<file path="config.mk">
export PLATFORM = sky130hd
export DESIGN_NAME = bip_core
export DESIGN_NICKNAME = d
export VERILOG_FILES = /design/src/inc/bip_pkg.sv /design/src/bip_core.sv
export SDC_FILE = /design/constraint.sdc
export NUM_CORES = 1
export LEC_CHECK = 0
export BUFFER_PORTS_ARGS = -buffer_cell sky130_fd_sc_hd__buf_2
export CORE_MARGIN = 3
export CORE_UTILIZATION = 45
export DETAILED_ROUTE_END_ITERATION = 10
export SLEW_MARGIN = 10
export SYNTH_ARGS = -nofsm -noshare
export SYNTH_HDL_FRONTEND = slang
export SYNTH_SLANG_ARGS = --single-unit
</file>
<file path="constraint.sdc">
create_clock -name CLOCK_I -period 42 [get_ports CLOCK_I]
set_clock_uncertainty 0.05 [all_clocks]
set_input_delay 8.4 -clock CLOCK_I [delete_from_list [all_inputs] [get_ports CLOCK_I]]
set_output_delay 8.4 -clock CLOCK_I [all_outputs]
set_load 0.005 [all_outputs]
</file>
<file path="src/inc/bip_pkg.sv">
// bip_pkg: register map, field layout, reset values and timing
// constants of the bulk-in pacing and event report block.
// assumes a 10 MHz core clock and a 32-bit register port.
package bip_pkg;
    // ----------------------------------------
    // register offsets
    // ----------------------------------------
    localparam logic [11:0] BIP_OFF_BURST_LIMIT = 12'h090;
    localparam logic [11:0] BIP_OFF_SHORT_WAIT  = 12'h094;
    localparam logic [11:0] BIP_OFF_EVENT_CTL   = 12'h098;
    localparam logic [11:0] BIP_OFF_CONFIG      = 12'h0c0;
    localparam logic [11:0] BIP_OFF_IRQ_STATUS  = 12'h0c4;
    localparam logic [11:0] BIP_OFF_IRQ_MASK    = 12'h0c8;
    localparam logic [11:0] BIP_OFF_PENDING     = 12'h0cc;
    // ----------------------------------------
    // fields and reset values
    // ----------------------------------------
    localparam int          BIP_ALWAYS_BIT     = 31;
    localparam int          BIP_USB_STS_BIT    = 20;
    localparam logic [31:0] BIP_EVENT_MASK     = 32'h97ff_ffff;
    localparam logic [31:0] BIP_EVENT_SRC_MASK = 32'h17ff_ffff;
    localparam int          BIP_CFG_BURST_EN   = 0;
    localparam int          BIP_IRQ_ZLP        = 0;
    localparam int          BIP_IRQ_SHORT      = 1;
    localparam int          BIP_IRQ_REPORT     = 2;
    localparam logic [7:0]  BIP_RST_LIMIT      = 8'h00;
    localparam logic [15:0] BIP_RST_WAIT       = 16'h0800;
    localparam logic [31:0] BIP_RST_EVENT_CTL  = 32'h0000_0000;
    // ----------------------------------------
    // sizes and timing
    // ----------------------------------------
    localparam logic [17:0] BIP_LIMIT_MIN_BYTES = 18'd2048;
    localparam logic [9:0]  BIP_HS_UNIT_BYTES   = 10'd512;
    localparam logic [9:0]  BIP_FS_UNIT_BYTES   = 10'd64;
    localparam int          BIP_WAIT_UNIT_PS    = 16667;
    localparam int          BIP_CLK_PERIOD_PS   = 100000;
    // pacing states
    typedef enum logic [1:0]
    {
        BIP_ST_IDLE = 2'b01,
        BIP_ST_WAIT = 2'b10
    } bip_state_t;
endpackage : bip_pkg

</file>
<file path="src/bip_core.sv">
// bip_core: bulk-in pacing (burst limit, short packet wait) and the
// event enables that trigger interrupt endpoint status reports.
// assumes one 10 MHz clock, synchronous inputs and a source that
// holds its packet request until granted.
//
// Contract
// - after the burst limit of contiguous data, end the burst with a zero-length packet
// - limit field counts 512 bytes at high speed, 64 bytes at full speed
// - the limit acts only while its configuration enable is set
// - a limit of 2048 bytes or less disables burst limiting
// - wait the programmed delay before every short or zero-length packet
// - delay counts 16.667 ns units and resets to 0800h
// - always-on bit sends a report every interval, else only on events
// - each event enable blocks at zero, allows at one, resets to zero
// - bit 28 enables reports on memory write done
// - bits 26..24 enable the idle entry, idle exit and receive idle events
// - bits 23..21 enable reset timeout, receive overflow and transmit error
// - bits 20..18 enable status change, transmitter off and receiver off
// - bits 17..15 enable phy, data port and mac error events
// - bits 14..12 enable tx underrun, tx overrun and frame pending
// - bits 11..0 enable the general-purpose pin events, one per pin
// - status change flags are combined into the status change event
`timescale 1ns/1ps
`default_nettype none
module bip_core
    import bip_pkg::*;
(
    // clock and reset
    input  wire logic        CLOCK_I,
    input  wire logic        RST_N_I,
    // register port
    input  wire logic [11:0] ADDR_I,
    input  wire logic [31:0] WDATA_I,
    input  wire logic        WR_I,
    input  wire logic        RD_I,
    output logic      [31:0] RDATA_O,
    // bulk-in packet stream
    input  wire logic        HIGH_SPEED_I,
    input  wire logic        PKT_REQ_I,
    input  wire logic [9:0]  PKT_LEN_I,
    output logic             PKT_GO_O,
    output logic             ZLP_GO_O,
    // event report
    input  wire logic [31:0] EVENT_I,
    input  wire logic [15:0] USB_STS_I,
    input  wire logic        POLL_I,
    output logic             REPORT_O,
    output logic      [31:0] REPORT_DATA_O,
    // interrupt
    output logic             IRQ_O
);
    // ----------------------------------------
    // helpers
    // ----------------------------------------
    // limit in bytes for the current bus speed
    function automatic logic [17:0] cap_bytes(input logic [7:0] lim,
                                              input logic       hs);
        logic [17:0] unit;
        unit = hs ? {8'h00, BIP_HS_UNIT_BYTES} : {8'h00, BIP_FS_UNIT_BYTES};
        return 18'(unit * {10'h000, lim});
    endfunction : cap_bytes

    // delay units to clock cycles, rounded up, never below one
    function automatic logic [13:0] wait_cycles(input logic [15:0] d);
        int c;
        c = (int'(d) * BIP_WAIT_UNIT_PS + BIP_CLK_PERIOD_PS - 1)
            / BIP_CLK_PERIOD_PS;
        if (c < 1)
        begin
            c = 1;
        end
        return 14'(c);
    endfunction : wait_cycles

    // ----------------------------------------
    // state
    // ----------------------------------------
    typedef struct packed {
        bip_state_t  st;
        logic [7:0]  limit;
        logic [15:0] dly;
        logic [31:0] ectl;
        logic        burst_en;
        logic [2:0]  ists;
        logic [2:0]  imsk;
        logic [31:0] rdata;
        logic [17:0] bcnt;
        logic [13:0] wcnt;
        logic        zlp;
        logic        pkt_go;
        logic        zlp_go;
        logic [31:0] pend;
        logic        rep;
        logic [31:0] rep_data;
    } bip_regs_t;

    bip_regs_t   r;
    bip_regs_t   n;
    logic [17:0] cap;
    logic        cap_on;
    logic [9:0]  max_pkt;
    logic [31:0] src;
    logic        wr_hit_ists;

    // burst limit acts only when enabled and above the floor
    assign cap     = cap_bytes(r.limit, HIGH_SPEED_I);
    assign cap_on  = r.burst_en && (cap > BIP_LIMIT_MIN_BYTES);
    assign max_pkt = HIGH_SPEED_I ? BIP_HS_UNIT_BYTES : BIP_FS_UNIT_BYTES;
    // status change flags fold into one event bit
    always_comb
    begin
        src = EVENT_I & BIP_EVENT_SRC_MASK;
        src[BIP_USB_STS_BIT] = |USB_STS_I;
    end
    assign wr_hit_ists = WR_I && (ADDR_I == BIP_OFF_IRQ_STATUS);

    // ----------------------------------------
    // next state
    // ----------------------------------------
    always_comb
    begin
        n = r;
        n.pkt_go = 1'b0;
        n.zlp_go = 1'b0;
        n.rep    = 1'b0;
        n.rdata  = 32'h0000_0000;
        // register writes
        if (WR_I)
        begin
            unique case (ADDR_I)
                BIP_OFF_BURST_LIMIT: n.limit    = WDATA_I[7:0];
                BIP_OFF_SHORT_WAIT:  n.dly      = WDATA_I[15:0];
                BIP_OFF_EVENT_CTL:   n.ectl     = WDATA_I & BIP_EVENT_MASK;
                BIP_OFF_CONFIG:      n.burst_en = WDATA_I[BIP_CFG_BURST_EN];
                BIP_OFF_IRQ_MASK:    n.imsk     = WDATA_I[2:0];
                default:             n.limit    = r.limit;
            endcase
        end
        // register reads, data in the following cycle; unmapped reads zero
        if (RD_I)
        begin
            unique case (ADDR_I)
                BIP_OFF_BURST_LIMIT: n.rdata = {24'h000000, r.limit};
                BIP_OFF_SHORT_WAIT:  n.rdata = {16'h0000, r.dly};
                BIP_OFF_EVENT_CTL:   n.rdata = r.ectl;
                BIP_OFF_CONFIG:      n.rdata = {31'h0, r.burst_en};
                BIP_OFF_IRQ_STATUS:  n.rdata = {29'h0, r.ists};
                BIP_OFF_IRQ_MASK:    n.rdata = {29'h0, r.imsk};
                BIP_OFF_PENDING:     n.rdata = r.pend;
                default:             n.rdata = 32'h0000_0000;
            endcase
        end
        // status clears by writing one
        if (wr_hit_ists)
        begin
            n.ists = r.ists & ~WDATA_I[2:0];
        end
        // pacing of the bulk-in transmitter
        unique case (r.st)
            BIP_ST_IDLE:
            begin
                if (cap_on && (r.bcnt >= cap))
                begin
                    // burst used up: a zero-length packet closes it
                    n.zlp  = 1'b1;
                    n.wcnt = wait_cycles(r.dly);
                    n.st   = BIP_ST_WAIT;
                end
                // a request still seen in the cycle of its own grant is the same
                // packet: the source only drops it at the edge after the pulse
                else if (PKT_REQ_I && !r.pkt_go && (PKT_LEN_I >= max_pkt))
                begin
                    n.pkt_go = 1'b1;
                    n.bcnt   = r.bcnt + {8'h00, PKT_LEN_I};
                end
                else if (PKT_REQ_I && !r.pkt_go)
                begin
                    // short packet, wait before it goes out
                    n.zlp  = 1'b0;
                    n.wcnt = wait_cycles(r.dly);
                    n.st   = BIP_ST_WAIT;
                end
            end
            BIP_ST_WAIT:
            begin
                if (r.wcnt <= 14'd1)
                begin
                    // either kind of short packet ends the burst
                    n.pkt_go = ~r.zlp;
                    n.zlp_go = r.zlp;
                    n.bcnt   = 18'h00000;
                    n.st     = BIP_ST_IDLE;
                    // built on the cleared value so a write of one to the other
                    // bit is not undone; the set still wins over its own clear
                    n.ists[BIP_IRQ_ZLP]   = n.ists[BIP_IRQ_ZLP] | r.zlp;
                    n.ists[BIP_IRQ_SHORT] = n.ists[BIP_IRQ_SHORT] | ~r.zlp;
                end
                else
                begin
                    n.wcnt = r.wcnt - 14'd1;
                end
            end
            default:
            begin
                n.st = BIP_ST_IDLE;
            end
        endcase
        // interrupt endpoint report; a report takes what is pending now
        if (POLL_I && ((r.pend != 32'h0) || r.ectl[BIP_ALWAYS_BIT]))
        begin
            n.rep      = 1'b1;
            n.rep_data = r.pend;
            n.pend     = 32'h0000_0000;
            n.ists[BIP_IRQ_REPORT] = 1'b1;
        end
        // enabled events latch; a new event wins over the report clear
        n.pend = n.pend | (src & r.ectl);
        if (!RST_N_I)
        begin
            n.st       = BIP_ST_IDLE;
            n.limit    = BIP_RST_LIMIT;
            n.dly      = BIP_RST_WAIT;
            n.ectl     = BIP_RST_EVENT_CTL;
            n.burst_en = 1'b0;
            n.ists     = 3'h0;
            n.imsk     = 3'h0;
            n.rdata    = 32'h0000_0000;
            n.bcnt     = 18'h00000;
            n.wcnt     = 14'h0000;
            n.zlp      = 1'b0;
            n.pkt_go   = 1'b0;
            n.zlp_go   = 1'b0;
            n.pend     = 32'h0000_0000;
            n.rep      = 1'b0;
            n.rep_data = 32'h0000_0000;
        end
    end

    // register the whole state, reset is folded into the next value
    always_ff @(posedge CLOCK_I)
    begin
        r <= n;
    end

    // ----------------------------------------
    // outputs
    // ----------------------------------------
    assign RDATA_O       = r.rdata;
    assign PKT_GO_O      = r.pkt_go;
    assign ZLP_GO_O      = r.zlp_go;
    assign REPORT_O      = r.rep;
    assign REPORT_DATA_O = r.rep_data;
    assign IRQ_O         = |(r.ists & r.imsk);
endmodule : bip_core
`default_nettype wire

</file>
# Yosys cells after proc, flatten, opt, wreduce, memory -nomap -nowiden
# Cells that the tools add are included.
totals:
  in_bits: 109
  out_inout_bits: 68
  ff_bits: 194
classes:
  n_bitwise: 8
  n_eq_ne: 16
  magnitude_cmp: 5
  reduce_logical: 25
  n_addsub: 4
  n_mul: 2
  div: 1
  muxes: 26
op_table:
  columns: ["cell", "count"]
  rows:
  - ["32-bit one-hot mux with 7 select lines", 1]
  - ["12-bit by 8-bit == test with 1-bit output, second input constant", 7]
  - ["65-bit two-way mux", 1]
  - ["32-bit one-hot mux with 2 select lines", 1]
  - ["18-bit two-way mux", 3]
  - ["15-bit two-way mux", 3]
  - ["31-bit by 17-bit adder with 32-bit output, second input constant", 1]
  - ["29-bit by 32-bit bitwise AND with 32-bit output", 1]
  - ["32-bit by 18-bit divider with 32-bit output, second input constant", 1]
  - ["32-bit by 2-bit less-than comparator with 1-bit output, second input constant", 1]
  - ["32-bit bitwise OR", 1]
  - ["32-bit nonzero test", 1]
  - ["32-bit by 2-bit subtractor with 32-bit output, second input constant", 1]
  - ["16-bit by 15-bit multiplier with 31-bit output, second input constant", 1]
  - ["14-bit two-way mux", 2]
  - ["10-bit two-way mux", 2]
  - ["18-bit by 10-bit adder with 18-bit output", 1]
  - ["18-bit greater-or-equal comparator", 1]
  - ["18-bit by 12-bit > comparator with 1-bit output, second input constant", 1]
  - ["10-bit by 8-bit multiplier with 18-bit output", 1]
  - ["16-bit OR reduction", 1]
  - ["14-bit by 1-bit less-or-equal comparator with 1-bit output, second input constant", 1]
  - ["2-bit two-way mux", 7]
  - ["14-bit by 1-bit subtractor with 14-bit output, second input constant", 1]
  - ["other kinds (21)", 45]

# Depth between registers and ports, before layout
logic_depth:
  depth_word: 10
  depth_mapped: 82
  depth_no_buf: 68

# Worst setup path before layout
# OpenSTA, ideal clock, no wires.
synth_timing:
  kind: "register to register"
  from: "register r[181] (netlist name)"
  to: "register r[68] (netlist name)"
  path_buffers: 6
  arrival_ns: 18.431
  setup_slack_ns: 23.383
  period_less_slack_ns: 18.617
  stages_incl_launch_ff: 74
  setup_time_ns: 0.135
  path_cell_list: "dfxtp_1 > inv_1 > ha_1 > inv_1 > fa_1 > ha_1 > ha_1 > fa_1 > inv_1 > fa_1 > inv_1 > ha_1 > buf_2 > a21oi_1 > o21a_1 > o2bb2ai_1 > or3_1 > o311a_1 > (+38 left out) > nor2_1 > xnor2_1 > nor2b_1 > o2111ai_2 > xor2_1 > nand2b_1 > a222oi_1 > mux2i_1 > nand2_2 > nor3_2 > a211oi_2 > a2111oi_0 > a31oi_1 > a31oi_1 > xnor2_1 > a31oi_1 > o311ai_1 > a221oi_2"
synth_via:
  elab_chain_len: 10
synth_lines:
  columns: ["item", "line", "rtl"]
  rows:
  - ["start: declaration", "bip_core.sv:97", "bip_regs_t r;"]
  - ["start signal: assignment", "bip_core.sv:242", "r <= n;"]
  - ["16-bit by 15-bit multiplier with 31-bit output (*)", "bip_core.sv:66", "c = (int'(d) * BIP_WAIT_UNIT_PS + BIP_CLK_PERIOD_PS - 1)"]
  - ["31-bit by 17-bit adder with 32-bit output (*)", "bip_core.sv:66", null]
  - ["32-bit by 2-bit subtractor with 32-bit output (*)", "bip_core.sv:66", null]
  - ["32-bit by 18-bit divider with 32-bit output (*)", "bip_core.sv:67", "/ BIP_CLK_PERIOD_PS;"]
  - ["32-bit by 2-bit less-than comparator with 1-bit output", "bip_core.sv:68", "if (c < 1)"]
  - ["14-bit two-way mux (*)", "bip_core.sv:68", null]
  - ["15-bit two-way mux", "bip_core.sv:176", "else if (PKT_REQ_I && !r.pkt_go)"]
  - ["15-bit two-way mux", "bip_core.sv:171", "else if (PKT_REQ_I && !r.pkt_go && (PKT_LEN_I >= max_pkt))"]
  - ["15-bit two-way mux (*)", "bip_core.sv:162", "if (cap_on && (r.bcnt >= cap))"]
  - ["32-bit one-hot mux with 2 select lines (*)", "bip_core.sv:159", "unique case (r.st)"]
# Every way passes the cells marked *; elsewhere a longest branch is shown, timed or not. The select of a mux whose other input is x is not followed.
# A chain may end at the register's enable or synchronous reset.

# Worst setup path after layout
# Ends and elaborated chain as after synthesis.

==> run summary <==
At the pin with the least slew margin, the transition time is 1.225 ns. After clock tree synthesis, the repair step resized 0 gates. The share of synthesized registers carrying an async set or reset is 0%. The cell depth of the worst flop-to-flop path is between 60 and 70.

The total core area is ~45000 sq um. The critical path data required time is 42.26 ns. The number of endpoints failing setup at the final stage is 0. The x dimension of the die came out at around 220 microns.

The setup slack of the most critical reg-to-reg path is roughly 16 ns. The number of distinct standard cells referenced by the synthesized netlist is 124. The count of buffers added on input and output ports is 161.

The count of nets after finishing is between 3000 and 4000. Once detail routing completed, the nets flagged for antenna violations numbered 0. The clock latency on the worst-skew pair came out at 0.45 ns. The design draws between 300 and 400 uW. The top cell type's share of synthesized area is 17.75%. The TritonCTS buffer count came out at 17.

The post-detailed-route via-to-cell ratio came out at slightly above 6. In this run the critical register-to-register path is captured at r[68]$_SDFFE_PN0P_. The most instantiated library cell after synthesis is sky130_fd_sc_hd__nand2_1. The final setup TNS came out at 0 ns. The endpoint class of the critical path is a flip-flop. The detailed placer's ending HPWL is 47.48 mm.

The commonest cells after synthesis are sky130_fd_sc_hd__nand2_1, sky130_fd_sc_hd__nor2_1, sky130_fd_sc_hd__a21oi_1. The via count of the first global-routing pass came out at 19276. The global-route usage over all layers is 24.52%. The number of placement rows came out at 77. The cell taking the most area after synthesis is sky130_fd_sc_hd__dfxtp_1. The root buffer cell chosen for the clock tree is sky130_fd_sc_hd__clkbuf_16.

The post-route netlist has 11.36% of its cells at a drive strength greater than 1. The global placer's final weighted congestion came out at 0.8842. Power spread over the standard cell area amounts to between 15 and 20 nW/um^2.

The floorplan step defined a die boundary enclosing 48460 sq um. The residual DRC count is 0. The post-detailed-route wirelength per cell came out at 18.07 microns.

The number of endpoints with negative hold slack in the final report came out at 0. The count of final max-slew check failures is 0. The flow ran to the end, and the final reports show no timing, DRC or antenna violations. On the critical path the largest part of the delay comes from compound AO/OA/AOI/OAI gates. The mapped cell area is ~21000 sq um. The path class of the tightest hold or removal check is reg -> reg. The type of the worst setup path is reg -> reg. The synthesized instance count came out at 2726.

The layout-stage area growth over the synthesis result came out at 6.694%. The average cell area after synthesis came out at 7.570 sq um. The deepest level of the CTS H-tree is 4.

The number of buffers and inverters on the critical path is 4. Sorting the synthesized cells by area gives the leading types as sky130_fd_sc_hd__dfxtp_1, sky130_fd_sc_hd__ha_1, sky130_fd_sc_hd__nand2_1. The total wirelength of the detailed-routed design came out at 60.80 mm. The achievable frequency came out at 0.03876 GHz. The final-layout worst hold slack is between 0.3 and 0.4 ns.

The share of the synthesized area in compound gates (AO/OA/AOI/OAI) came out at 28.05%. Across the run, the number of max-cap violations was 0. The critical path capture point is r[68]$_SDFFE_PN0P_. Summing the areas of all and, or, nand and nor instances in the mapped netlist gives 22.43% of the synthesized area.

The total global routing overflow is 0. STA classifies the critical path startpoint as a flip-flop. The initial standard-cell utilization of the core came out at a little under half. After layout, the worst path uses 61.43% of the clock period. The delay of the slowest cell on the worst path came out at 0.91 ns. The deepest clock path buffer count came out at 2. In this run, the number of DRC markers left after iteration 0 of detailed routing was 1581. The normalized max-slew margin is around 17%.

The quantity of hold-fixing buffers added after cts came out at 0. The global-route wire length before repair came out at 99.50 mm. The worst register-to-register path begins at r[181]$_SDFFE_PN0P_. The placement-stage cell area came out at 21400 sq um. After synthesis, the share of cell area in mux cells is 4.420%. The final instance area came out at ~22000 sq um.

The maximum number of pins on one net before global-route repair is 108. VDD sags by at most 0.00003065 V. The initial antenna violation count came out at 8. Setup repair after global routing left no endpoint under its margin. The adder-cell share of the synthesized area came out at 15.26%.

The via count of the routed design came out at 20480. The total number of clock tree sinks came out at 183. The logic depth of the worst setup path including buffers is 64. The shortest period the worst path allows came out at 25.80 ns.

In this run the worst setup path begins at r[181]$_SDFFE_PN0P_. The count of flip-flops with a built-in enable after synthesis came out at 0. For this run, the number of Yosys warnings is 0. The height of the chip is 220.1 microns.

For this design, the slowest cell found on the critical path is sky130_fd_sc_hd__o31ai_4. Clock-pin slew was measured on the worst setup and hold paths at 0.08 ns. The parity-gate share of the synthesized area counting xor and xnor cells is 4.778%. The total leakage power came out at 0.009207 uW. TritonCTS built the clock tree. The total I/O pin count came out at approximately 180.

The total iterations of the first detailed-routing run came out at 5. Data arrives at the worst endpoint at 26.06 ns. The number of buffers inserted to repair setup after CTS came out at 0.

The synthesis-stage register bit count came out at 183. Of the synthesized area, sequential elements account for 17.75%. The commonest register cell after synthesis is sky130_fd_sc_hd__dfxtp_1. After synthesis, the largest family of logic cells by area is compound AO/OA/AOI/OAI gates. Along the worst path, the maximum fanout reaches 26.
-- worst min path at each step --
stage                                   start  slack (ns)  cells past startpoint                      to
after detailed placement  r[170]$_SDFFE_PN0P_        0.38                      2  RDATA_O[31]$_SDFF_PN0_
after CTS                 r[170]$_SDFFE_PN0P_        0.40                      2  RDATA_O[31]$_SDFF_PN0_
after global routing      r[170]$_SDFFE_PN0P_        0.43                      2  RDATA_O[31]$_SDFF_PN0_
after floorplan           r[170]$_SDFFE_PN0P_        0.37                      2  RDATA_O[31]$_SDFF_PN0_
final                     r[170]$_SDFFE_PN0P_        0.40                      2  RDATA_O[31]$_SDFF_PN0_
after global placement    r[170]$_SDFFE_PN0P_        0.39                      2  RDATA_O[31]$_SDFF_PN0_
-- sequential cells by signal, summed over array words and instances (netlist names) --
name           flops
REPORT_O           1
ZLP_GO_O           1
r                123
REPORT_DATA_O     28
RDATA_O           29
PKT_GO_O           1
-- layer usage --
layer	wire, microns	part of all wire [%]	global-route usage, %	vias up
li1	-	-	-	10047
met1	28840	47	34.92	9780
met2	27900	46	39.86	564
met3	2952	4.9	2.925	83
met4	1067	1.8	5.516	6
met5	41	0.067	0	-
-- final cells by class --
type                    count  area [sq um]
fillers                  4490         22780
multi-input cells        2230         15530
flip-flops and latches    183          3664
repair buffers            178         933.4
well taps                 592         740.7
inverters                 142         535.5
clock buffers              17         425.4
clock inverters            15         171.4
diodes                      7         17.52
-- through the flow --
stage | instances | setup slack [ns] | util [%]
floorplan | 2737 | 23.38 | -
global placement | 3325 | 16.74 | 47.78
detailed placement | 3325 | 16.55 | 47.78
CTS | 3357 | 16.47 | 49.11
global route | 3357 | 14.19 | 49.11
finish | 3364 | 16.20 | 49.15
-- worst reg2reg max path: cells and delay by family (launching register included) --
| kind | cells | cell delay, ns |
|---|---|---|
| multiplexers | 6 | 2.43 |
| AND/OR/NAND/NOR | 11 | 3.63 |
| buffers and inverters | 4 | 0.30 |
| AO/OA/AOI/OAI | 34 | 14.74 |
| flip-flops | 1 | 0.65 |
| XOR/XNOR | 2 | 0.98 |
| adder cells (fa/ha/maj) | 7 | 2.89 |
-- power by group --
part	switching (uW)	leakage, uW	internal (uW)
clock	81.7	0.000289	80.4
combinational	28.7	0.00744	20.0
sequential	2.50	0.00148	176
-- cells by family (layout without fill, tap and decap cells) --
family          after synthesis  count (layout)
compound gates              824             824
xor+xnor                    111             111
fa+ha+maj                   223             223
buf+inv                     324             352
flops                       183             183
mux                          88              88
other cells                   1              19
simple gates                972             972
-- cells in the final DEF (no fill, tap or decap), types with 34 or more instances in the layout --
cell type	n
sky130_fd_sc_hd__nand2_1	305
sky130_fd_sc_hd__nor2_1	275
sky130_fd_sc_hd__a21oi_1	205
sky130_fd_sc_hd__dfxtp_1	183
sky130_fd_sc_hd__ha_1	166
sky130_fd_sc_hd__buf_2	161
sky130_fd_sc_hd__inv_1	139
sky130_fd_sc_hd__o21ai_0	110
sky130_fd_sc_hd__nor3_1	78
sky130_fd_sc_hd__xnor2_1	72
sky130_fd_sc_hd__a22oi_1	66
sky130_fd_sc_hd__mux2i_1	65
sky130_fd_sc_hd__nand3_1	64
sky130_fd_sc_hd__fa_1	50
sky130_fd_sc_hd__xor2_1	38
sky130_fd_sc_hd__o211ai_1	37
sky130_fd_sc_hd__a31oi_1	35
sky130_fd_sc_hd__nor4_1	34
(Power assumes the default switching activity.)
